File: src/verilog/fpt_pkg.sv
package fpt_pkg;

    ////////////////////////////////////////////////////////////////////////////
    // fan count and clock
    localparam int FAN_NUM = 4;
    localparam int CLK_HZ = 25000000;

    ////////////////////////////////////////////////////////////////////////////
    // times in their own units
    localparam int PWM_FREQ_HZ = 18;
    localparam int MEAS_WIN_MS = 125;
    localparam int STAGGER_MS = 500;
    localparam int GLITCH_TICK_MS = 1;

    // times as clock cycles
    localparam int PWM_PERIOD_CYC = CLK_HZ / PWM_FREQ_HZ;
    localparam int MEAS_WIN_CYC = CLK_HZ / 1000 * MEAS_WIN_MS;
    localparam int STAGGER_CYC = CLK_HZ / 1000 * STAGGER_MS;
    localparam int GLITCH_TICK_CYC = CLK_HZ / 1000 * GLITCH_TICK_MS;

    ////////////////////////////////////////////////////////////////////////////
    // power scale: 0 to 100 percent
    localparam logic [6:0] PWR_FULL = 7'h64;
    localparam int PWR_STEPS = 100;

    ////////////////////////////////////////////////////////////////////////////
    // register byte offsets and pages
    localparam logic [7:0] ADDR_CTRL = 8'h00;
    localparam logic [7:0] ADDR_GLITCH = 8'h04;
    localparam logic [7:0] ADDR_FS_INT = 8'h08;
    localparam logic [7:0] ADDR_STATUS = 8'h0c;
    localparam logic [7:0] ADDR_MASK = 8'h10;
    localparam logic [7:0] ADDR_STATE = 8'h14;
    localparam logic [3:0] PAGE_POWER = 4'h2;
    localparam logic [3:0] PAGE_RESULT = 4'h3;

    // field positions
    localparam int CTRL_REP_LSB = 0;
    localparam int CTRL_FS_LSB = 4;
    localparam int STAT_FS_BIT = 4;
    localparam int STATE_FORCE_LSB = 4;
    localparam int STATE_START_LSB = 8;
    localparam int STATE_FSACT_BIT = 12;
    localparam int STATE_MEAS_LSB = 13;

    // reset values
    localparam logic [7:0] CTRL_RST = 8'h00;
    localparam logic [7:0] GLITCH_RST = 8'h01;
    localparam logic [7:0] FS_INT_RST = 8'h08;
    localparam logic [4:0] MASK_RST = 5'h00;

    // bus answers
    localparam logic [1:0] RESP_OKAY = 2'h0;
    localparam logic [1:0] RESP_SLVERR = 2'h2;

    ////////////////////////////////////////////////////////////////////////////
    // start-up sequencer
    typedef enum logic [1:0] {
        FPT_SQ_CHECK = 2'h0,
        FPT_SQ_DELAY = 2'h1,
        FPT_SQ_DONE = 2'h3
    } fpt_seq_t;

endpackage

File: src/verilog/fpt_tach_edge.sv
`timescale 1ns/10ps
module fpt_tach_edge #(
    parameter int N = 4
) (
    // clock and reset
    input wire logic aclk,
    input wire logic aresetn,
    // raw tachometer pins
    input wire logic [N-1:0] tach_pin,
    // one-cycle rising edge pulses
    output logic [N-1:0] tach_rise
);

    ////////////////////////////////////////////////////////////////////////////
    // two-stage synchroniser, then edge detect, per fan
    for (genvar i = 0; i < N; i++) begin : g_ch
        logic meta_r;
        logic sync_r;
        logic prev_r;
        logic rise_r;
        always_ff @(posedge aclk) begin
            // reset to the pulled-up idle level so release gives no false edge
            if (!aresetn) begin
                meta_r <= 1'b1;
                sync_r <= 1'b1;
                prev_r <= 1'b1;
                rise_r <= 1'b0;
            end else begin
                meta_r <= tach_pin[i];
                sync_r <= meta_r;
                prev_r <= sync_r;
                rise_r <= sync_r & ~prev_r;
            end
        end
        assign tach_rise[i] = rise_r;
    end

endmodule

File: src/verilog/fpt_top.sv
// The register addresses and the AXI4-Lite register port are this design's own decisions.
`timescale 1ns/10ps
// Functional notes
// - four independent fan power and tach channels
// - power setting zero to full sets duty
// - fan PWM runs at nominally 18 Hz
// - tach frequency averaged over 125 ms window
// - windows rotate fans, each refreshed every 500 ms
// - reporting fan forced full at window start
// - force holds until glitch delay and two edges
// - stretched on-pulse never exceeds 125 ms
// - tach results readable for speed computation
// - fail-safe drives fan full on host silence
// - boot power from stored value, else full
// - fans started one by one, 0.5 s apart
module fpt_top #(
    parameter int PWM_PERIOD_CYC = fpt_pkg::PWM_PERIOD_CYC,
    parameter int MEAS_WIN_CYC = fpt_pkg::MEAS_WIN_CYC,
    parameter int STAGGER_CYC = fpt_pkg::STAGGER_CYC,
    parameter int GLITCH_TICK_CYC = fpt_pkg::GLITCH_TICK_CYC
) (
    // clock and reset
    input wire logic aclk,
    input wire logic aresetn,
    // axi4-lite write address and data
    input wire logic s_axi_awvalid,
    output logic s_axi_awready,
    input wire logic [7:0] s_axi_awaddr,
    input wire logic s_axi_wvalid,
    output logic s_axi_wready,
    input wire logic [31:0] s_axi_wdata,
    input wire logic [3:0] s_axi_wstrb,
    // axi4-lite write response
    output logic s_axi_bvalid,
    input wire logic s_axi_bready,
    output logic [1:0] s_axi_bresp,
    // axi4-lite read
    input wire logic s_axi_arvalid,
    output logic s_axi_arready,
    input wire logic [7:0] s_axi_araddr,
    output logic s_axi_rvalid,
    input wire logic s_axi_rready,
    output logic [31:0] s_axi_rdata,
    output logic [1:0] s_axi_rresp,
    // stored boot configuration
    input wire logic boot_pwr_valid,
    input wire logic [31:0] boot_pwr,
    // fans
    input wire logic [3:0] tach_pin,
    output logic [3:0] fan_gate,
    // interrupt
    output logic irq
);

    localparam int PW = $clog2(PWM_PERIOD_CYC);
    localparam int WW = $clog2(MEAS_WIN_CYC);
    localparam int SW = $clog2(STAGGER_CYC);
    localparam int GW = $clog2(GLITCH_TICK_CYC);
    localparam int STEP_CYC = PWM_PERIOD_CYC / fpt_pkg::PWR_STEPS;

    if (PWM_PERIOD_CYC < 200 || MEAS_WIN_CYC < 16 || STAGGER_CYC < 16
            || GLITCH_TICK_CYC < 2) begin : g_bad
        $error("fpt_top: timing parameters too small");
    end

    ////////////////////////////////////////////////////////////////////////////
    // declarations
    logic aw_hold_r, w_hold_r, bvalid_r, rvalid_r;
    logic [7:0] awaddr_r;
    logic [31:0] wdata_r;
    logic [3:0] wstrb_r;
    logic [1:0] bresp_r, rresp_r;
    logic [31:0] rdata_r;
    logic wr_en, wr_ok, rd_en, rd_ok, pwr_wr;
    logic [31:0] rd_val;
    logic [7:0] ctrl_r, glitch_r, fs_int_r;
    logic [4:0] status_r, mask_r, stat_set, stat_clr;
    logic irq_r, boot_done_r;
    logic [6:0] pwr_r [fpt_pkg::FAN_NUM];
    logic [6:0] eff_pwr [fpt_pkg::FAN_NUM];
    logic [7:0] result_r [fpt_pkg::FAN_NUM];
    logic [3:0] ctrl_rep, ctrl_fs, gate_nxt, gate_r, force_r, started_r, tach_rise;
    logic [PW-1:0] phase_r;
    logic [WW-1:0] win_cnt_r;
    logic win_end;
    logic [1:0] meas_r, meas_next, seq_idx_r;
    logic [GW-1:0] gtick_r;
    logic [7:0] glitch_rem_r, edge_cnt_r, fs_cnt_r;
    logic fs_active_r, fs_fire;
    logic [SW-1:0] seq_cnt_r;
    fpt_pkg::fpt_seq_t seq_r;

    function automatic logic [6:0] clamp_pwr(input logic [7:0] v);
        clamp_pwr = (v > {1'b0, fpt_pkg::PWR_FULL}) ? fpt_pkg::PWR_FULL : v[6:0];
    endfunction

    assign ctrl_rep = ctrl_r[fpt_pkg::CTRL_REP_LSB +: 4];
    assign ctrl_fs = ctrl_r[fpt_pkg::CTRL_FS_LSB +: 4];

    ////////////////////////////////////////////////////////////////////////////
    // axi write: address and data taken in either order
    assign s_axi_awready = !aw_hold_r;
    assign s_axi_wready = !w_hold_r;
    assign wr_en = aw_hold_r && w_hold_r && !bvalid_r;
    assign wr_ok = (awaddr_r[1:0] == 2'h0) && (awaddr_r == fpt_pkg::ADDR_CTRL
        || awaddr_r == fpt_pkg::ADDR_GLITCH || awaddr_r == fpt_pkg::ADDR_FS_INT
        || awaddr_r == fpt_pkg::ADDR_MASK || awaddr_r[7:4] == fpt_pkg::PAGE_POWER);
    assign pwr_wr = wr_en && wr_ok && wstrb_r[0] && awaddr_r[7:4] == fpt_pkg::PAGE_POWER;

    always_ff @(posedge aclk) begin
        if (!aresetn) begin
            aw_hold_r <= 1'b0;
            w_hold_r <= 1'b0;
            bvalid_r <= 1'b0;
            awaddr_r <= 8'h00;
            wdata_r <= 32'h0000_0000;
            wstrb_r <= 4'h0;
            bresp_r <= fpt_pkg::RESP_OKAY;
        end else begin
            if (s_axi_awvalid && !aw_hold_r) begin
                aw_hold_r <= 1'b1;
                awaddr_r <= s_axi_awaddr;
            end
            if (s_axi_wvalid && !w_hold_r) begin
                w_hold_r <= 1'b1;
                wdata_r <= s_axi_wdata;
                wstrb_r <= s_axi_wstrb;
            end
            if (wr_en) begin
                aw_hold_r <= 1'b0;
                w_hold_r <= 1'b0;
                bvalid_r <= 1'b1;
                bresp_r <= wr_ok ? fpt_pkg::RESP_OKAY : fpt_pkg::RESP_SLVERR;
            end else if (bvalid_r && s_axi_bready) begin
                bvalid_r <= 1'b0;
            end
        end
    end

    // configuration registers, low byte lane only
    always_ff @(posedge aclk) begin
        if (!aresetn) begin
            ctrl_r <= fpt_pkg::CTRL_RST;
            glitch_r <= fpt_pkg::GLITCH_RST;
            fs_int_r <= fpt_pkg::FS_INT_RST;
            mask_r <= fpt_pkg::MASK_RST;
        end else if (wr_en && wstrb_r[0]) begin
            case (awaddr_r)
                fpt_pkg::ADDR_CTRL: ctrl_r <= wdata_r[7:0];
                fpt_pkg::ADDR_GLITCH: glitch_r <= wdata_r[7:0];
                fpt_pkg::ADDR_FS_INT: fs_int_r <= wdata_r[7:0];
                fpt_pkg::ADDR_MASK: mask_r <= wdata_r[4:0];
                default: ;
            endcase
        end
    end

    // power settings: full at reset, stored value once after release
    always_ff @(posedge aclk) begin
        if (!aresetn) begin
            boot_done_r <= 1'b0;
            for (int i = 0; i < fpt_pkg::FAN_NUM; i++) begin
                pwr_r[i] <= fpt_pkg::PWR_FULL;
            end
        end else if (!boot_done_r) begin
            boot_done_r <= 1'b1;
            if (boot_pwr_valid) begin
                for (int i = 0; i < fpt_pkg::FAN_NUM; i++) begin
                    pwr_r[i] <= clamp_pwr(boot_pwr[8*i +: 8]);
                end
            end
        end else if (pwr_wr) begin
            pwr_r[awaddr_r[3:2]] <= clamp_pwr(wdata_r[7:0]);
        end
    end

    ////////////////////////////////////////////////////////////////////////////
    // axi read: one word per read, status cleared by its read
    assign s_axi_arready = !rvalid_r;
    assign rd_en = s_axi_arvalid && !rvalid_r;

    always_comb begin
        rd_val = 32'h0000_0000;
        rd_ok = (s_axi_araddr[1:0] == 2'h0);
        case (s_axi_araddr)
            fpt_pkg::ADDR_CTRL: rd_val[7:0] = ctrl_r;
            fpt_pkg::ADDR_GLITCH: rd_val[7:0] = glitch_r;
            fpt_pkg::ADDR_FS_INT: rd_val[7:0] = fs_int_r;
            fpt_pkg::ADDR_STATUS: rd_val[4:0] = status_r;
            fpt_pkg::ADDR_MASK: rd_val[4:0] = mask_r;
            fpt_pkg::ADDR_STATE: rd_val[14:0] = {meas_r, fs_active_r, started_r, force_r, gate_r};
            default: begin
                if (s_axi_araddr[7:4] == fpt_pkg::PAGE_POWER) begin
                    rd_val[6:0] = pwr_r[s_axi_araddr[3:2]];
                end else if (s_axi_araddr[7:4] == fpt_pkg::PAGE_RESULT) begin
                    rd_val[7:0] = result_r[s_axi_araddr[3:2]];
                end else begin
                    rd_ok = 1'b0;
                end
            end
        endcase
    end

    always_ff @(posedge aclk) begin
        if (!aresetn) begin
            rvalid_r <= 1'b0;
            rdata_r <= 32'h0000_0000;
            rresp_r <= fpt_pkg::RESP_OKAY;
        end else if (rd_en) begin
            rvalid_r <= 1'b1;
            rdata_r <= rd_ok ? rd_val : 32'h0000_0000;
            rresp_r <= rd_ok ? fpt_pkg::RESP_OKAY : fpt_pkg::RESP_SLVERR;
        end else if (s_axi_rready) begin
            rvalid_r <= 1'b0;
        end
    end

    ////////////////////////////////////////////////////////////////////////////
    // sticky status, set wins over read clear; level interrupt
    assign stat_set = {fs_fire, win_end ? (4'h1 << meas_r) : 4'h0};
    assign stat_clr = (rd_en && s_axi_araddr == fpt_pkg::ADDR_STATUS) ? status_r : 5'h00;

    always_ff @(posedge aclk) begin
        if (!aresetn) begin
            status_r <= 5'h00;
            irq_r <= 1'b0;
        end else begin
            status_r <= (status_r & ~stat_clr) | stat_set;
            irq_r <= |(status_r & mask_r);
        end
    end

    ////////////////////////////////////////////////////////////////////////////
    // pwm phase counter shared by all fans
    always_ff @(posedge aclk) begin
        if (!aresetn) begin
            phase_r <= '0;
        end else if (phase_r == PW'(PWM_PERIOD_CYC - 1)) begin
            phase_r <= '0;
        end else begin
            phase_r <= phase_r + 1'b1;
        end
    end

    // per-fan effective power and gate drive
    for (genvar f = 0; f < fpt_pkg::FAN_NUM; f++) begin : g_fan
        logic [PW-1:0] thr;
        assign eff_pwr[f] = (fs_active_r && ctrl_fs[f]) ? fpt_pkg::PWR_FULL : pwr_r[f];
        assign thr = PW'(STEP_CYC * int'(eff_pwr[f]));
        assign gate_nxt[f] = started_r[f] && (force_r[f] || eff_pwr[f] >= fpt_pkg::PWR_FULL
            || phase_r < thr);
    end

    always_ff @(posedge aclk) begin
        if (!aresetn) begin
            gate_r <= 4'h0;
        end else begin
            gate_r <= gate_nxt;
        end
    end

    ////////////////////////////////////////////////////////////////////////////
    // start-up sequencer: one fan per stagger delay
    always_ff @(posedge aclk) begin
        if (!aresetn) begin
            seq_r <= fpt_pkg::FPT_SQ_CHECK;
            seq_idx_r <= 2'h0;
            seq_cnt_r <= '0;
            started_r <= 4'h0;
        end else begin
            case (seq_r)
                fpt_pkg::FPT_SQ_CHECK: begin
                    if (boot_done_r) begin
                        if (eff_pwr[seq_idx_r] != 7'h00) begin
                            started_r[seq_idx_r] <= 1'b1;
                            seq_cnt_r <= '0;
                            seq_r <= fpt_pkg::FPT_SQ_DELAY;
                        end else if (seq_idx_r == 2'h3) begin
                            seq_r <= fpt_pkg::FPT_SQ_DONE;
                        end else begin
                            seq_idx_r <= seq_idx_r + 2'h1;
                        end
                    end
                end
                fpt_pkg::FPT_SQ_DELAY: begin
                    if (seq_cnt_r == SW'(STAGGER_CYC - 1)) begin
                        if (seq_idx_r == 2'h3) begin
                            seq_r <= fpt_pkg::FPT_SQ_DONE;
                        end else begin
                            seq_idx_r <= seq_idx_r + 2'h1;
                            seq_r <= fpt_pkg::FPT_SQ_CHECK;
                        end
                    end else begin
                        seq_cnt_r <= seq_cnt_r + 1'b1;
                    end
                end
                fpt_pkg::FPT_SQ_DONE: started_r <= 4'hf;
                default: seq_r <= fpt_pkg::FPT_SQ_CHECK;
            endcase
        end
    end

    ////////////////////////////////////////////////////////////////////////////
    // measurement window and fan rotation
    assign win_end = (win_cnt_r == WW'(MEAS_WIN_CYC - 1));
    assign meas_next = meas_r + 2'h1;

    always_ff @(posedge aclk) begin
        if (!aresetn) begin
            win_cnt_r <= '0;
            meas_r <= 2'h0;
        end else if (win_end) begin
            win_cnt_r <= '0;
            meas_r <= meas_next;
        end else begin
            win_cnt_r <= win_cnt_r + 1'b1;
        end
    end

    // glitch delay countdown from the start of each window
    always_ff @(posedge aclk) begin
        if (!aresetn) begin
            gtick_r <= '0;
            glitch_rem_r <= fpt_pkg::GLITCH_RST; // first window waits out the glitch delay too
        end else if (win_end) begin
            gtick_r <= '0;
            glitch_rem_r <= glitch_r;
        end else if (glitch_rem_r != 8'h00) begin
            if (gtick_r == GW'(GLITCH_TICK_CYC - 1)) begin
                gtick_r <= '0;
                glitch_rem_r <= glitch_rem_r - 8'h01;
            end else begin
                gtick_r <= gtick_r + 1'b1;
            end
        end
    end

    // edge count of the measured fan, saved per fan at window end
    always_ff @(posedge aclk) begin
        if (!aresetn) begin
            edge_cnt_r <= 8'h00;
            for (int i = 0; i < fpt_pkg::FAN_NUM; i++) begin
                result_r[i] <= 8'h00;
            end
        end else if (win_end) begin
            edge_cnt_r <= 8'h00;
            result_r[meas_r] <= edge_cnt_r;
        end else if (glitch_rem_r == 8'h00 && tach_rise[meas_r] && edge_cnt_r != 8'hff) begin
            edge_cnt_r <= edge_cnt_r + 8'h01;
        end
    end

    // forced full power for a reporting fan during its window
    always_ff @(posedge aclk) begin
        if (!aresetn) begin
            force_r <= 4'h0;
        end else if (win_end) begin
            force_r <= ctrl_rep & (4'h1 << meas_next);
        end else if (glitch_rem_r == 8'h00 && edge_cnt_r >= 8'h02) begin
            force_r <= 4'h0;
        end
    end

    ////////////////////////////////////////////////////////////////////////////
    // fail-safe timer in window ticks, restarted by power writes
    assign fs_fire = win_end && !fs_active_r && !pwr_wr && fs_cnt_r == fs_int_r;

    always_ff @(posedge aclk) begin
        if (!aresetn) begin
            fs_cnt_r <= 8'h00;
            fs_active_r <= 1'b0;
        end else if (pwr_wr) begin
            fs_cnt_r <= 8'h00;
            fs_active_r <= 1'b0;
        end else if (fs_fire) begin
            fs_active_r <= 1'b1;
        end else if (win_end && !fs_active_r) begin
            fs_cnt_r <= fs_cnt_r + 8'h01;
        end
    end

    ////////////////////////////////////////////////////////////////////////////
    // tachometer inputs
    fpt_tach_edge #(.N(fpt_pkg::FAN_NUM)) u_tach (
        .aclk(aclk),
        .aresetn(aresetn),
        .tach_pin(tach_pin),
        .tach_rise(tach_rise)
    );

    // outputs
    assign s_axi_bvalid = bvalid_r;
    assign s_axi_bresp = bresp_r;
    assign s_axi_rvalid = rvalid_r;
    assign s_axi_rdata = rdata_r;
    assign s_axi_rresp = rresp_r;
    assign fan_gate = gate_r;
    assign irq = irq_r;
endmodule
File: config.mk
export PLATFORM = sky130hd
export DESIGN_NAME = fpt_top
export DESIGN_NICKNAME = d
export VERILOG_FILES = /design/src/verilog/fpt_pkg.sv /design/src/verilog/fpt_tach_edge.sv /design/src/verilog/fpt_top.sv
export SDC_FILE = /design/constraint.sdc
export NUM_CORES = 1
export LEC_CHECK = 0
export BUFFER_PORTS_ARGS = -buffer_cell sky130_fd_sc_hd__buf_2
export CAP_MARGIN = 20
export CORE_MARGIN = 2
export CORE_UTILIZATION = 50
export DETAILED_ROUTE_END_ITERATION = 6
export PLACE_DENSITY = 0.68
export SETUP_SLACK_MARGIN = 0.4
export SLEW_MARGIN = 20
export SYNTH_ARGS = -nofsm -noshare
export SYNTH_HDL_FRONTEND = slang
export SYNTH_HIERARCHICAL = 1
export SYNTH_SLANG_ARGS = --single-unit
File: constraint.sdc
create_clock -name aclk -period 13.4 [get_ports aclk]
set_input_delay 0.67 -clock aclk [delete_from_list [all_inputs] [get_ports aclk]]
set_output_delay 0.67 -clock aclk [all_outputs]
set_load 0.05 [all_outputs]
Word level (Yosys, flattened, before mapping)
Memory sizes are Yosys's and may differ from the RTL's.
Index checks and enable logic that the tools add are counted.
{ "totals": {"wordCells": 290, "mem_count": 2, "mem_bits_rw": 60, "in_bits": 96, "out_inout_bits": 46, "reg_bits": 234} }
{ "classes": {"bitwise_logic": 22, "shifts": 2, "n_lt_le_gt_ge": 18, "muxes": 81, "n_reduce_logical": 79, "n_eq_ne": 26, "add_sub_neg": 9, "multipliers": 4} }
{ "mem_list": {"columns": ["memory", "depth", "width", "read_ports", "rd_ports_with_merged_regs", "wr", "line", "rtl"], "rows": [
  ["result_r", 4, 8, 1, 0, 4, "fpt_top.sv:81", "logic [7:0] result_r [fpt_pkg::FAN_NUM];"],
  ["pwr_r", 4, 7, 5, 0, 4, "fpt_top.sv:79", "logic [6:0] pwr_r [fpt_pkg::FAN_NUM];"]
]} }
{ "ops": {"columns": ["op", "count"], "rows": [
  ["$mux 7", 18],
  ["$lt 21x21->1", 4],
  ["$mux 24", 3],
  ["$mul 8x7->15 const A", 4],
  ["$pmux 24 s2", 1],
  ["$gt 8x7->1 const B", 5],
  ["$mux 8", 5],
  ["$mux 15", 2],
  ["$pmux 5 s6", 1],
  ["$ge 7x7->1 const B", 4],
  ["$logic_and 1x1->1", 27],
  ["$mux 2", 13],
  ["$mux 1", 25],
  ["$add 24x1->24 const B", 1],
  ["$eq 24x24->1 const B", 1],
  ["$eq 8x4->1 const B", 3],
  ["$eq 8x5->1 const B", 3],
  ["$logic_not 8->1", 3],
  ["$add 22x1->22 const B", 1],
  ["$eq 22x22->1 const B", 1],
  ["$add 21x1->21 const B", 1],
  ["$eq 21x21->1 const B", 1],
  ["$mux 4", 5],
  ["$add 8x1->8 const B", 2],
  ["other kinds (48)", 107]
]} }

Depth between registers and ports, before layout
Gate-level depths: netlist (run 1).
{ "logic_depth": {"word_depth": 15, "mapped_depth": 25} }

By module
The synthesis (run 1) kept the hierarchy.
{ "by_module_without_submodules": {"columns": ["module", "area_each_um2", "cells_each", "instances"], "rows": [
  ["fpt_top", 17936.0, 1985, 1],
  ["fpt_tach_edge", 479.2, 37, 1]
]} }

Worst setup path after synthesis (run 1)
Ideal clock, no wire load.
{ "synth_timing": {"path_type": "reg2reg", "start": "register fs_active_r", "end": "register gate_r[1] (netlist: fan_gate[1])", "slack_ns": 8.167, "arrival_time_ns": 5.112, "n_path_buf": 2, "stages_incl_launch_ff": 24, "setup_ns": 0.122, "period_less_slack_ns": 5.233, "path_cell_list": "dfxtp_1 > buf_2 > buf_1 > nand2_1 > nand2_1 > inv_1 > ha_1 > ha_1 > fa_1 > inv_1 > fa_1 > inv_1 > ha_1 > nand4b_1 > a21boi_0 > o21a_1 > o21a_1 > o41ai_1 > xnor2_1 > ha_1 > nand4_1 > a2111oi_0 > a211oi_1 > o311a_1"} }
{ "synth_via": {"elab_chain_len": 6, "elab_cells_between_ends": 8, "cone_classes": "mul (1); order compare (2); mux (1); reduce/logical (4)"} }
{ "synth_rtl": {"columns": ["element", "line", "rtl"], "rows": [
  ["start, declared", "fpt_top.sv:89", "logic fs_active_r, fs_fire;"],
  ["start signal, assigned", "fpt_top.sv:371", "fs_active_r <= 1'b0;"],
  ["start signal, assigned", "fpt_top.sv:374", "fs_active_r <= 1'b0;"],
  ["start signal, assigned", "fpt_top.sv:376", "fs_active_r <= 1'b1;"],
  ["$logic_and 1x1->1 (*)", "fpt_top.sv:248", "assign eff_pwr[f] = (fs_active_r && ctrl_fs[f]) ? fpt_pkg::PWR_FULL : pwr_r[f];"],
  ["$mux 7 (*)", "fpt_top.sv:248", null],
  ["$mul 8x7->15 or $ge 7x7->1 (tied branches)", "fpt_top.sv:249, fpt_top.sv:250", null],
  ["$lt 21x21->1 or $logic_or 1x1->1 (tied branches)", "fpt_top.sv:251, fpt_top.sv:250", null],
  ["$logic_or 1x1->1 (*)", "fpt_top.sv:251", "|| phase_r < thr);"],
  ["$logic_and 1x1->1 (*)", "fpt_top.sv:250", "assign gate_nxt[f] = started_r[f] && (force_r[f] || eff_pwr[f] >= fpt_pkg::PWR_FULL"],
  ["end signal, assigned", "fpt_top.sv:258", "gate_r <= gate_nxt;"],
  ["end, declared", "fpt_top.sv:82", "logic [3:0] ctrl_rep, ctrl_fs, gate_nxt, gate_r, force_r, started_r, tach_rise;"]
]} }
Every way passes the cells marked *; elsewhere a longest branch is shown, timed or not.
A chain may end at the register's enable or synchronous reset.

Worst setup path after layout (run 1)
Ends and elaborated chain as after synthesis.

==> metrics list, run 1 <==
- Register bit count reported by yosys: 275
- Once layout is complete, the cells apart from fillers number 2578.
- Cell taking the most area after synthesis: sky130_fd_sc_hd__dfxtp_1
- Largest net degree at the start of global routing: 76
* Fill cell total of the finished layout: 3261
- In this run the remaining antenna-violating nets after routing total 0.
- TritonCTS built the clock tree.
- DRC Markers: 0
- Count of flip-flops with a built-in enable after synthesis: 60
- Once the clock tree was built, the resizer swapped 0 gates to a different size.
- Vertical extent of the die: 196 um
- Fraction of the cycle the final worst path needs: 42.6%
- Buffers inserted to repair hold after CTS numbered 0.
- Total global routing overflow: 0
- Worst EP required: 13870 ps
* Worst-skew pair later-pin latency: 600 ps
* Synth-to-Final Area Change: 9.50%
- Distinct cells, synth: 74
- Overall fraction of global-route tracks in use: 24.4%
- For this run, the slowest stage of the critical path takes 520 ps.
- Among all stages on the critical path, the largest delay is contributed by sky130_fd_sc_hd__fa_1.
* Cells on worst reg2reg path: 22
- STA classifies the critical path startpoint as a flop.
- Buffers added to address setup during post-CTS repair amount to 0.
* Total power divided by cell area: 111 mW/mm2
* Dominant combinational cell family by area after synthesis: simple AND/OR/NAND/NOR gates
- After Yosys synthesis, full adders, half adders and majority gates account for 19.0% of the synthesized area.
- Maximum count of clock buffers along a single path: 3
- Across the VDD grid, the largest voltage drop is 87.7 uV.
- In the routed layout, each cell is associated on average with a via count of 5.76.
- Max-cap violations in this run came to 0.
* Via count of the first global-routing pass: 14400
- Floorplan core area: 0.0364 mm2
- Total count of hold-check failures in the final report: 0
- For the worst setup path, the data arrival time is 6190 ps.
- Kind of critical path: flop to flop
* Synth Area per Inst: 9.11 um2
- Summed over all cells, the static leakage comes to 8.53 nW.
- Status: finished clean
* Area taken by multi-input logic gates: 0.0114 mm2
- Registers take 0.00611 mm2.
- At the placement stage, the worst setup path has a slack of 7760 ps.
- The net count of the finished layout is 2435.
- Number of top-level pins: 142
- Yosys printed 6 warnings.
- During placement, the flow inserted port buffers numbering 95.
- Of the synthesized area, sequential elements account for 33.2%.
- Clock tree root driver cell: sky130_fd_sc_hd__clkbuf_16
- Effective utilization at floorplan: 50.5%
- Initial antenna violation count: 3
- Counting stages on the worst path, the most repeated cell is sky130_fd_sc_hd__ha_1.
* Gate count after technology mapping: 2022
- The synthesized netlist devotes 12.7% of its cell area to compound gates.
* Cell area after synthesis: 0.0184 mm2
* Achievable Freq: 175 MHz
- RSZ-0062 raised after global routing: false
* Placer's final routability congestion estimate: 0.892
* Total die area: 0.0384 mm2
* Commonest cells after routing, fill and taps aside: sky130_fd_sc_hd__ha_1 (215), sky130_fd_sc_hd__dfxtp_1 (215), sky130_fd_sc_hd__nand2_1 (203), sky130_fd_sc_hd__nor2_1 (149), sky130_fd_sc_hd__inv_1 (133)
- Cells on Worst Hold Path: 2
- Counting tap cells, the placed design contains a total of 2520 instances.
- Minimum setup slack in the final design: 7690 ps
- Worst hold slack: 241 ps
* Synthesized-area fraction occupied by and/or/nand/nor cells: 20.4%
* Fraction of layout instances using a drive strength above 1: 8.87%
- Number of DRC violations after detailed-routing iteration 0: 999
- Main area contributors after synthesis: sky130_fd_sc_hd__dfxtp_1 (23%), sky130_fd_sc_hd__ha_1 (15%), sky130_fd_sc_hd__edfxtp_1 (9.8%)
- Clock transition at the registers of the reported paths: 60 ps
- Accumulated negative setup slack: 0 ps
- Layout Skew: 34.9 ps
- Detail Placement HPWL: 35700 um
- The final layout contains routed wiring with a total length of 46500 um.
- Of all nets on the critical path, the largest fanout is 20.
- Xor and xnor area share after synthesis: 5.71%
* Transition at the pin with the smallest max-transition slack: 1160 ps
* Class of the tightest hold or removal check: input port to flop
- Total chip power: 2.24 mW
- Die X-Extent: 196 um
* Router iterations before antenna repair: 5
* Via count: 14900
* Sequence of cells on the critical path: buf_4, nand2_1, nand2_1, inv_1, ha_1, ha_1, fa_1, inv_1, fa_1, inv_1, ha_1, nand4b_1, a21boi_0, o21a_1, o21a_1, o41ai_1, xnor2_1, ha_1, nand4_1, a2111oi_0, a211oi_1, o311a_1
- Max-slew violation total from the final report: 0
- Post-synth ARST share: 0%
- Dividing the detail-routed wire length by the instance count gives 18.0 um.
* Number of clock sinks: 275
- STA classifies the critical path endpoint as a flop.
- Share of Yosys cell area claimed by the top area cell type: 23.4%
- H-Tree Depth: 1
- Max_slew headroom: 22.3%
- In the synthesized netlist the dominant register cell turns out to be sky130_fd_sc_hd__dfxtp_1.
- In the synthesized netlist, mux cells make up 3.93% of the area.
- Setup violations remaining at the end of the flow were counted as 0.
- The clock period could shrink to 5710 ps.
* Number of rows created at floorplan: 70
- Number of CTS-inserted buffers: 30
- First-pass GRT wire length: 75200 um
per-stage QoR:
| step | area, um2 | util, % |
|---|---|---|
| after floorplan | 18500 | - |
| after global placement | 19200 | 52.6 |
| after detailed placement | 19200 | 52.6 |
| after CTS | 20200 | 55.3 |
| after global routing | 20200 | 55.3 |
| final | 20200 | 55.3 |
layout make-up:
cell class | count | share of cell area, %
Multi-Input combinational cell | 1543 | 56.8
Sequential cell | 275 | 30.3
Clock buffer | 44 | 4.26
Tap cell | 468 | 2.90
Timing Repair Buffer | 101 | 2.59
Inverter | 133 | 2.48
Clock inverter | 12 | 0.689
Antenna cell | 2 | 0.0248
final timing paths:
| check | from | slack, ps | endpoint |
|---|---|---|---|
| worst max-delay path | fs_active_r$_SDFFE_PP0P_ | 7690 | fan_gate[1]$_SDFF_PN0_ |
| worst min-delay path | tach_pin[2] | 240 | u_tach/g_ch[2].meta_r$_SDFF_PN1_ |
| worst max register to register | fs_active_r$_SDFFE_PP0P_ | 7690 | fan_gate[1]$_SDFF_PN0_ |
| worst min register to register | u_tach/g_ch[2].meta_r$_SDFF_PN1_ | 400 | u_tach/g_ch[2].sync_r$_SDFF_PN1_ |
cells by family after synthesis:
family / after synthesis
xor+xnor: 120
fa+ha+maj: 255
buf+inv: 222
flops: 275
simple gates: 736
compound gates: 364
other cells: 1
mux: 49
cells in the mapped netlist (6+ instances only):
cell type / number
sky130_fd_sc_hd__dfxtp_1: 215
sky130_fd_sc_hd__ha_1: 215
sky130_fd_sc_hd__nand2_1: 203
sky130_fd_sc_hd__nor2_1: 149
sky130_fd_sc_hd__inv_1: 133
sky130_fd_sc_hd__a21oi_1: 94
sky130_fd_sc_hd__o21ai_0: 86
sky130_fd_sc_hd__xor2_1: 73
sky130_fd_sc_hd__edfxtp_1: 60
sky130_fd_sc_hd__clkbuf_1: 55
sky130_fd_sc_hd__nand3_1: 53
sky130_fd_sc_hd__nor2b_1: 53
sky130_fd_sc_hd__xnor2_1: 47
sky130_fd_sc_hd__nor3_1: 41
sky130_fd_sc_hd__a21boi_0: 40
sky130_fd_sc_hd__fa_1: 40
sky130_fd_sc_hd__nand4_1: 39
sky130_fd_sc_hd__and2_1: 36
sky130_fd_sc_hd__and3_1: 35
sky130_fd_sc_hd__o31ai_1: 26
sky130_fd_sc_hd__mux2i_1: 25
sky130_fd_sc_hd__nand2b_1: 24
sky130_fd_sc_hd__or4_1: 24
sky130_fd_sc_hd__buf_4: 23
sky130_fd_sc_hd__a22oi_1: 20
sky130_fd_sc_hd__or3_1: 19
sky130_fd_sc_hd__mux4_2: 18
sky130_fd_sc_hd__nor4_1: 13
sky130_fd_sc_hd__a211oi_1: 12
sky130_fd_sc_hd__a31oi_1: 12
sky130_fd_sc_hd__a21o_1: 7
sky130_fd_sc_hd__o21a_1: 7
sky130_fd_sc_hd__mux2_2: 6
sky130_fd_sc_hd__o211ai_1: 6
sky130_fd_sc_hd__o21bai_1: 6
sky130_fd_sc_hd__or2b_1: 6
layer usage:
layer,wire length [um],vias up,track usage (%)
met5,17,-,0
li1,-,7299,-
met3,2720,99,3.64
met2,21100,424,39.7
met4,1650,2,8.25
met1,20900,7037,33.3
state kept, by name, indices dropped and copies added, names as in the netlist, 5 cells and up:
signal	cells
result_r	32
pwr_r	28
seq_cnt_r	24
win_cnt_r	22
phase_r	21
gtick_r	15
s_axi_rdata	15
awaddr_r	8
ctrl_r	8
edge_cnt_r	8
fs_cnt_r	8
fs_int_r	8
glitch_r	8
glitch_rem_r	8
wdata_r	8
mask_r	5
status_r	5
worst max-delay path, delay by kind of cell, from the launching register on:
| family | cells | cell delay, ps |
|---|---|---|
| AOI/OAI and AO/OA | 7 | 1740 |
| xor gates and xnor gates | 1 | 160 |
| DFF | 1 | 320 |
| adders and majority gates | 6 | 2280 |
| buffers and inverters | 4 | 480 |
| and+or+nand+nor | 4 | 590 |
power breakdown:
part / internal, mW / switching, mW / total (mW) / leakage (nW)
sequential: 0.866 / 0.0235 / 0.890 / 2.32
combinational: 0.214 / 0.300 / 0.514 / 5.71
clock: 0.484 / 0.350 / 0.834 / 0.494
total: 1.56 / 0.674 / 2.24 / 8.53
Power figures use the tool's default switching activity.
==> run 2: changes to the inputs <==
clock period = 5.7 ns   (was 13.4 ns; I/O delays follow)
==> metrics list, run 2 (same netlist as run 1, synthesis figures left out) <==
* RR Startpoint: fs_active_r$_SDFFE_PP0P_
- Max-slew violation total from the final report: 0
- More flip-flops sit in one register than any other, and that register is result_r.
- Entering global routing, the biggest net connects 79 pins.
- Detail Placement HPWL: 36200 um
- In this run the worst path has a maximum fanout of 8.
- Fraction of layout instances using a drive strength above 1: 10.0%
- The final critical path takes up 89.3% of the cycle.
- Transition at the pin with the smallest max-transition slack: 1050 ps
- Kind of critical path: flop to flop
- The flow ran to the end, and the final reports show no timing, DRC or antenna violations.
- Via count: 15200
* Cells on Worst Hold Path: 3
* Overall fraction of global-route tracks in use: 25.0%
- The worst setup path is launched from a flop.
* Total power divided by cell area: 259 mW/mm2
* Via count of the first global-routing pass: 15100
- After clock tree synthesis, the clock-pin slew on the worst setup and hold paths is 70 ps.
* Peak ir drop on the vdd network: 228 uV
- Setup violations remaining at the end of the flow were counted as 0.
- The largest registers in the layout are result_r (32), pwr_r (28), seq_cnt_r (24).
- The area growth from synthesis to layout is 12.1%.
- Headroom to the max-slew limit came out at 29.3%.
- Worst-skew pair later-pin latency: 610 ps
- Summed over all layers, the global routing overflow is 0.
* CTS tree: built
- In the routed layout, each cell is associated on average with a via count of 5.80.
- Post-DRT Antenna Nets: 0
- Once the floorplan was initialized, standard cells occupied 50.5% of the core.
- Total count of hold-check failures in the final report: 0
- Achievable Freq: 196 MHz
* Maximum count of clock buffers along a single path: 3
* Minimum setup slack in the final design: 609 ps
- Measured along the y axis, the die boundary spans 196 um.
* Launch instance of the worst min-delay path: boot_pwr[8]
- H-Tree Depth: 1
- Across the run, the number of max-cap violations was 0.
* Router iterations before antenna repair: 7
* Placer's final routability congestion estimate: 0.901
* Total placed cells including tap cells: 2524
- RSZ-0062 raised after global routing: true
- Final Net Count: 2467
- Clock tree root driver cell: sky130_fd_sc_hd__clkbuf_16
* Cells on worst reg2reg path: 20
- Routed length per instance: 18.3 um
* Total leakage power: 8.75 nW
- In the layout the commonest cells are sky130_fd_sc_hd__ha_1 (214), sky130_fd_sc_hd__dfxtp_1 (212), sky130_fd_sc_hd__nand2_1 (199), sky130_fd_sc_hd__nor2_1 (149), sky130_fd_sc_hd__inv_1 (132).
- Die X-Extent: 196 um
- Layout Skew: 42.7 ps
* Floorplan core area: 0.0364 mm2
- Once layout is complete, the utilization of the core stands at 56.7%.
- For hold timing, the worst endpoint is pwr_r[1][0]$_DFFE_PP_.
* DRC Markers: 0
* Class of the tightest hold or removal check: input port to flop
* Capture instance of the worst register-to-register path: fan_gate[1]$_SDFF_PN0_
- Number of rows created at floorplan: 70
- The initial antenna violation count was 3.
* Number of clock sinks: 275
- FF-to-FF setup slack: 610 ps
- First-pass GRT wire length: 77200 um
- Worst EP required: 6210 ps
- Total wire length: 47700 um
- The detailed router finished its first iteration with 967 violations.
* Total die area: 0.0384 mm2
- Flip-flop count of the largest register, all copies and words added: 32
- PortBufs: 95
- Number of CTS-inserted buffers: 30
- Final Non-Filler Cells: 2611
- STA puts the critical path data arrival time at 5600 ps.
- Adding up every negative setup slack in the final design gives 0 ps.
* Minimum clock period: 5090 ps
* Number of top-level pins: 142
- Most common cell after layout, fill and taps aside: sky130_fd_sc_hd__ha_1
* Crit path capture type: flop
* Pre-CTS worst setup slack: 231 ps
-- run 2: cell count changes in the layout (fill, tap and decap cells not counted), moves of 3 or more --
cell,change
sky130_fd_sc_hd__a21oi_1,-4
sky130_fd_sc_hd__buf_4,+3
sky130_fd_sc_hd__dfxtp_1,-3
sky130_fd_sc_hd__dlygate4sd3_1,+27
sky130_fd_sc_hd__nand2_1,-4
-- run 2: stage by stage --
step	total power [mW]	cell area (um2)	hold WS, ps
floorplan	3.03	18500	313
global placement	3.28	19200	396
detailed placement	3.32	19200	408
CTS	5.35	20500	0.0630
global route	5.62	20600	13.1
finish	5.35	20600	23.2
-- run 2: how the worst max path moves through the flow --
stage / from / endpoint / slack, ps / depth (start not counted)
floorplan: fs_active_r$_SDFFE_PP0P_ / fan_gate[1]$_SDFF_PN0_ / 470 / 23
global placement: fs_active_r$_SDFFE_PP0P_ / fan_gate[1]$_SDFF_PN0_ / 330 / 21
detailed placement: fs_active_r$_SDFFE_PP0P_ / fan_gate[1]$_SDFF_PN0_ / 230 / 21
CTS: fs_active_r$_SDFFE_PP0P_ / fan_gate[2]$_SDFF_PN0_ / 410 / 22
global route: fs_active_r$_SDFFE_PP0P_ / fan_gate[1]$_SDFF_PN0_ / 390 / 20
finish: fs_active_r$_SDFFE_PP0P_ / fan_gate[1]$_SDFF_PN0_ / 610 / 20
-- run 2: what timing repair did --
item                                   in CTS  in global routing
hold buffers                               27                  0
resized for setup                           7                 24
gates cloned                                0                  0
setup buffers                               0                  1
pin swaps                                   0                  1
setup endpoints to repair                   4                  4
endpoints found under the hold margin      26                  0
-- run 2: critical path: stages, from the launching register on --
cell,delay (ps)
sky130_fd_sc_hd__dfxtp_4,390
sky130_fd_sc_hd__buf_4,150
sky130_fd_sc_hd__a21oi_4,140
sky130_fd_sc_hd__inv_1,100
sky130_fd_sc_hd__ha_1,310
sky130_fd_sc_hd__inv_1,60
sky130_fd_sc_hd__fa_1,540
sky130_fd_sc_hd__inv_1,60
sky130_fd_sc_hd__fa_1,470
sky130_fd_sc_hd__ha_1,310
sky130_fd_sc_hd__ha_1,350
sky130_fd_sc_hd__a21boi_0,160
sky130_fd_sc_hd__o21a_1,200
sky130_fd_sc_hd__o21a_1,190
sky130_fd_sc_hd__o41ai_2,250
sky130_fd_sc_hd__xnor2_1,150
sky130_fd_sc_hd__ha_1,310
sky130_fd_sc_hd__nand4_1,160
sky130_fd_sc_hd__a2111oi_4,240
sky130_fd_sc_hd__a211oi_2,130
sky130_fd_sc_hd__o311a_1,290
-- run 2: where the power goes --
part	switching (mW)	internal [mW]	total, mW	leakage, nW
clock	0.834	1.17	2.00	0.505
combinational	0.729	0.526	1.25	5.92
sequential	0.0565	2.03	2.09	2.33
total	1.62	3.73	5.35	8.75
-- run 2: layer usage --
| metal | up-vias | global-route usage [%] | part of all wire, % |
|---|---|---|---|
| met5 | - | 0 | 0.027 |
| met4 | 2 | 8.28 | 3.5 |
| met3 | 96 | 5.07 | 6.5 |
| met2 | 385 | 42.1 | 46 |
| met1 | 7323 | 32.1 | 43 |
| li1 | 7349 | - | - |
-- run 2: area by class of cell --
type	count	area [um2]
Antenna cell	3	7.51
Clock inverter	14	179
Inverter	133	499
Clock buffer	42	837
Timing Repair Buffer	133	847
Sequential cell	275	6110
Multi-Input combinational cell	1543	11600
Fill cell	3218	15800
Tap cell	468	586
==> run 3: changes to the inputs <==
ABC_AREA = 1   (was unset)
clock period = 6.1 ns   (was 5.7 ns; I/O delays follow)
==> metrics list, run 3 <==
* Post_cts resized: 0
* Via count of the first global-routing pass: 17100
* Clock group share of total power: 36.1%
- CTS tree: built
* Detail Placement HPWL: 41000 um
- Routed length on met2: 25000 um
- The worst setup path is launched from a flop.
* PortBufs: 95
* Share of Yosys cell area claimed by the top area cell type: 22.3%
* Flip-flop count of the largest register, all copies and words added: 32
* Master of the slowest instance on the critical path: sky130_fd_sc_hd__fa_1
- Maximum net fanout on the critical path: 7
* Largest net degree at the start of global routing: 56
- The register with the most flip-flops in the final layout is result_r.
- Summed over all layers, the routed wires come to 52500 um.
- Summed over all nets, wire length on met3 after detailed routing comes to 3350 um.
* Number of rows created at floorplan: 71
* Die X-Extent: 200 um
- From bottom edge to top edge, the die measures 200 um.
* Synth Area per Inst: 7.33 um2
- The cell area that synthesis handed to floorplanning was 0.0193 mm2.
- Kind of critical path: flop to flop
- In the final layout, the registers with the most flip-flops are result_r (32), pwr_r (28), seq_cnt_r (24).
- Summed over all layers, the global routing overflow is 0.
- The tool flagged a number of max-cap violations equal to 0.
* Cell taking the most area after synthesis: sky130_fd_sc_hd__dfxtp_1
- Routed length per instance: 16.1 um
* Most numerous cell types in the synthesized netlist: sky130_fd_sc_hd__nand2_1 (524), sky130_fd_sc_hd__inv_1 (362), sky130_fd_sc_hd__nor2_1 (330)
- Summing all flip-flop and latch instances after layout gives 0.00611 mm2.
- The largest single stage delay on the critical path is 480 ps.
* H-Tree Depth: 1
* Top routing layer used: met4
- Number of clock sinks: 275
* Crit path capture type: flop
- Worst hold slack: 12.4 ps
- For this design, the CTS-stage hold fixing added 16 buffers.
- After synthesis, the netlist uses 50 different library cells.
- Total die area: 0.0401 mm2
- Counting the buffers created by CTS gives 31.
* Number of vias per cell after detailed routing: 5.38
* Overall fraction of global-route tracks in use: 25.7%
* Sequence of cells on the critical path: nand2_1, inv_1, nor2_1, inv_1, ha_1, fa_1, inv_1, fa_1, ha_1, ha_1, nand2_1, nor3_1, a21oi_1, o21bai_1, xor2_1, ha_1, a21oi_1, o21ai_0, a21oi_1, nand2_1, a21oi_1
- For this run, the top clock speed supported by timing is 197 MHz.
* Via count: 17600
* Worst EP required: 6620 ps
- Count of flip-flops with a built-in enable after synthesis: 60
- Most used standard cell by instance count after synthesis: sky130_fd_sc_hd__nand2_1
* Gate count after technology mapping: 2627
* Transition at the pin with the smallest max-transition slack: 984 ps
* Effective utilization at floorplan: 50.9%
* Clock transition at the registers of the reported paths: 60 ps
- Status: finished clean
* Fraction of layout instances using a drive strength above 1: 6.71%
* Critical path arrival: 5590 ps
- Peak ir drop on the vdd network: 237 uV
- Power dissipated by switching net loads: 1.77 mW
- For this block, wires on met1 add up to 22400 um.
* Most common cell after layout, fill and taps aside: sky130_fd_sc_hd__nand2_1
- Post-synth ARST share: 0%
* Maximum count of clock buffers along a single path: 3
* Total count of hold-check failures in the final report: 0
- Among all flip-flop cells after synthesis, the most frequent one is sky130_fd_sc_hd__dfxtp_1.
- After detailed routing, the number of remaining DRC violations is 0.
* Sequential area share after synthesis: 31.7%
* First-pass GRT wire length: 84600 um
* Total leakage power: 9.48 nW
- Register bit count reported by yosys: 275
* Sequential share of power: 36.6%
- Combinational power share: 27.2%
* Area taken by multi-input logic gates: 0.0115 mm2
- Number of buffers inserted to repair setup after CTS: 0
- The number of max-slew violations in the final report was 0.
- In this run the clock root is driven by a sky130_fd_sc_hd__clkbuf_16.
- Total chip power: 5.36 mW
- P_int: 3.59 mW
- Counting the fill cells in the layout gives 3672.
- The Yosys step of the flow raised 6 warnings.
- Worst-skew pair later-pin latency: 600 ps
* Number of DRC violations after detailed-routing iteration 0: 1312
- Max_slew headroom: 34.2%
- Accumulated negative setup slack: 0 ps
* RSZ-0062 raised after global routing: false
- Total power divided by cell area: 251 mW/mm2
- At the end of the flow, the number of nets in the layout was 3084.
* Placer's final routability congestion estimate: 0.966
* Synth-to-Final Area Change: 10.8%
- Commonest cells after routing, fill and taps aside: sky130_fd_sc_hd__nand2_1 (524), sky130_fd_sc_hd__inv_1 (362), sky130_fd_sc_hd__nor2_1 (329), sky130_fd_sc_hd__a21oi_1 (216)
- In the finished design, the share of the clock period the worst path needs comes to 83.1%.
- Sw Ratio: 33.0%
- Main area contributors after synthesis: sky130_fd_sc_hd__dfxtp_1 (22%), sky130_fd_sc_hd__ha_1 (14%), sky130_fd_sc_hd__nand2_1 (10%)
* Router iterations before antenna repair: 5
- Minimum clock period: 5070 ps
- Endpoints failing setup: 0
- In this run the remaining antenna-violating nets after routing total 0.
* Floorplan core area: 0.0378 mm2
- Layout Skew: 12.9 ps
- In this run the count of I/O pins placed on the die edge is 142.
- Class of the tightest hold or removal check: input port to flop
- The initial antenna violation count came to 0.
## run 3: changes by cell type in the layout (fill, tap and decap cells not counted), moves of 39 or more
cell / previous run / this run
sky130_fd_sc_hd__inv_1: 132 / 362
sky130_fd_sc_hd__a21boi_0: 39 / 0
sky130_fd_sc_hd__nand3_1: 53 / 176
sky130_fd_sc_hd__nand2_1: 199 / 524
sky130_fd_sc_hd__nor2b_1: 53 / 0
sky130_fd_sc_hd__nor2_1: 149 / 329
sky130_fd_sc_hd__a21oi_1: 90 / 216
## run 3: kinds of logic (layout without fill, tap and decap cells)
logic type	count (synthesis)	in the layout	synth area share, %
AO/OA/AOI/OAI	408	408	11.7
buffers and inverters	430	543	9.09
other	1	20	0.0195
AND/OR/NAND/NOR	1175	1175	25.6
XOR/XNOR	83	83	3.77
flip-flops	275	275	31.7
adder cells (fa/ha/maj)	255	255	18.1
## run 3: final timing paths
kind / from / end / slack [ps] / depth (start not counted)
worst min register to register: u_tach/g_ch[2].prev_r$_SDFF_PN1_ / u_tach/g_ch[2].rise_r$_SDFF_PN0_ / 380 / 1
worst max-delay path: fs_active_r$_SDFFE_PP0P_ / fan_gate[3]$_SDFF_PN0_ / 1030 / 21
worst min-delay path: s_axi_awaddr[3] / awaddr_r[3]$_SDFFE_PN0P_ / 10 / 3
worst max register to register: fs_active_r$_SDFFE_PP0P_ / fan_gate[3]$_SDFF_PN0_ / 1030 / 21
## run 3: area by class of cell
class,instances,area share [%]
diodes,1,0.0117
clock buffers,37,3.74
clock inverters,21,1.18
inverters,367,6.46
multi-input cells,1940,53.8
flip-flops and latches,275,28.6
well taps,511,3.00
repair buffers,118,3.23
## run 3: power by group through the flow
| stage | Combinational, mW | Clock (mW) | Sequential (mW) |
|---|---|---|---|
| after floorplan | 1.11 | 0 | 2.00 |
| after global placement | 1.39 | 0 | 2.00 |
| after detailed placement | 1.44 | 0 | 2.00 |
| after CTS | 1.46 | 1.96 | 1.96 |
| after global routing | 1.67 | 2.03 | 1.97 |
| final | 1.46 | 1.94 | 1.96 |
## run 3: per-stage QoR
stage / area (um2) / std cells / utilization (%) / worst slack (ps)
CTS: 21300 / 3269 / 56.4 / 1040
global route: 21300 / 3269 / 56.4 / 613
detailed placement: 20100 / 3195 / 53.2 / 1050
finish: 21300 / 3270 / 56.4 / 1030
global placement: 20100 / 3195 / 53.2 / 1140
floorplan: 19300 / 2645 / - / 1820
## run 3: critical path: cells and delay by family, from the launching register on
family                     cells  cell delay [ps]
and+or+nand+nor                5             1060
xor gates and xnor gates       1              210
AOI/OAI and AO/OA              6              810
adders and majority gates      6             2220
DFF                            1              390
buffers and inverters          3              300
## run 3: per-layer routing
| layer | global-route usage [%] | vias up |
|---|---|---|
| met5 | 0 | - |
| met1 | 33.1 | 8196 |
| met2 | 44.8 | 494 |
| met3 | 2.90 | 111 |
| met4 | 8.73 | 0 |
| li1 | - | 8796 |
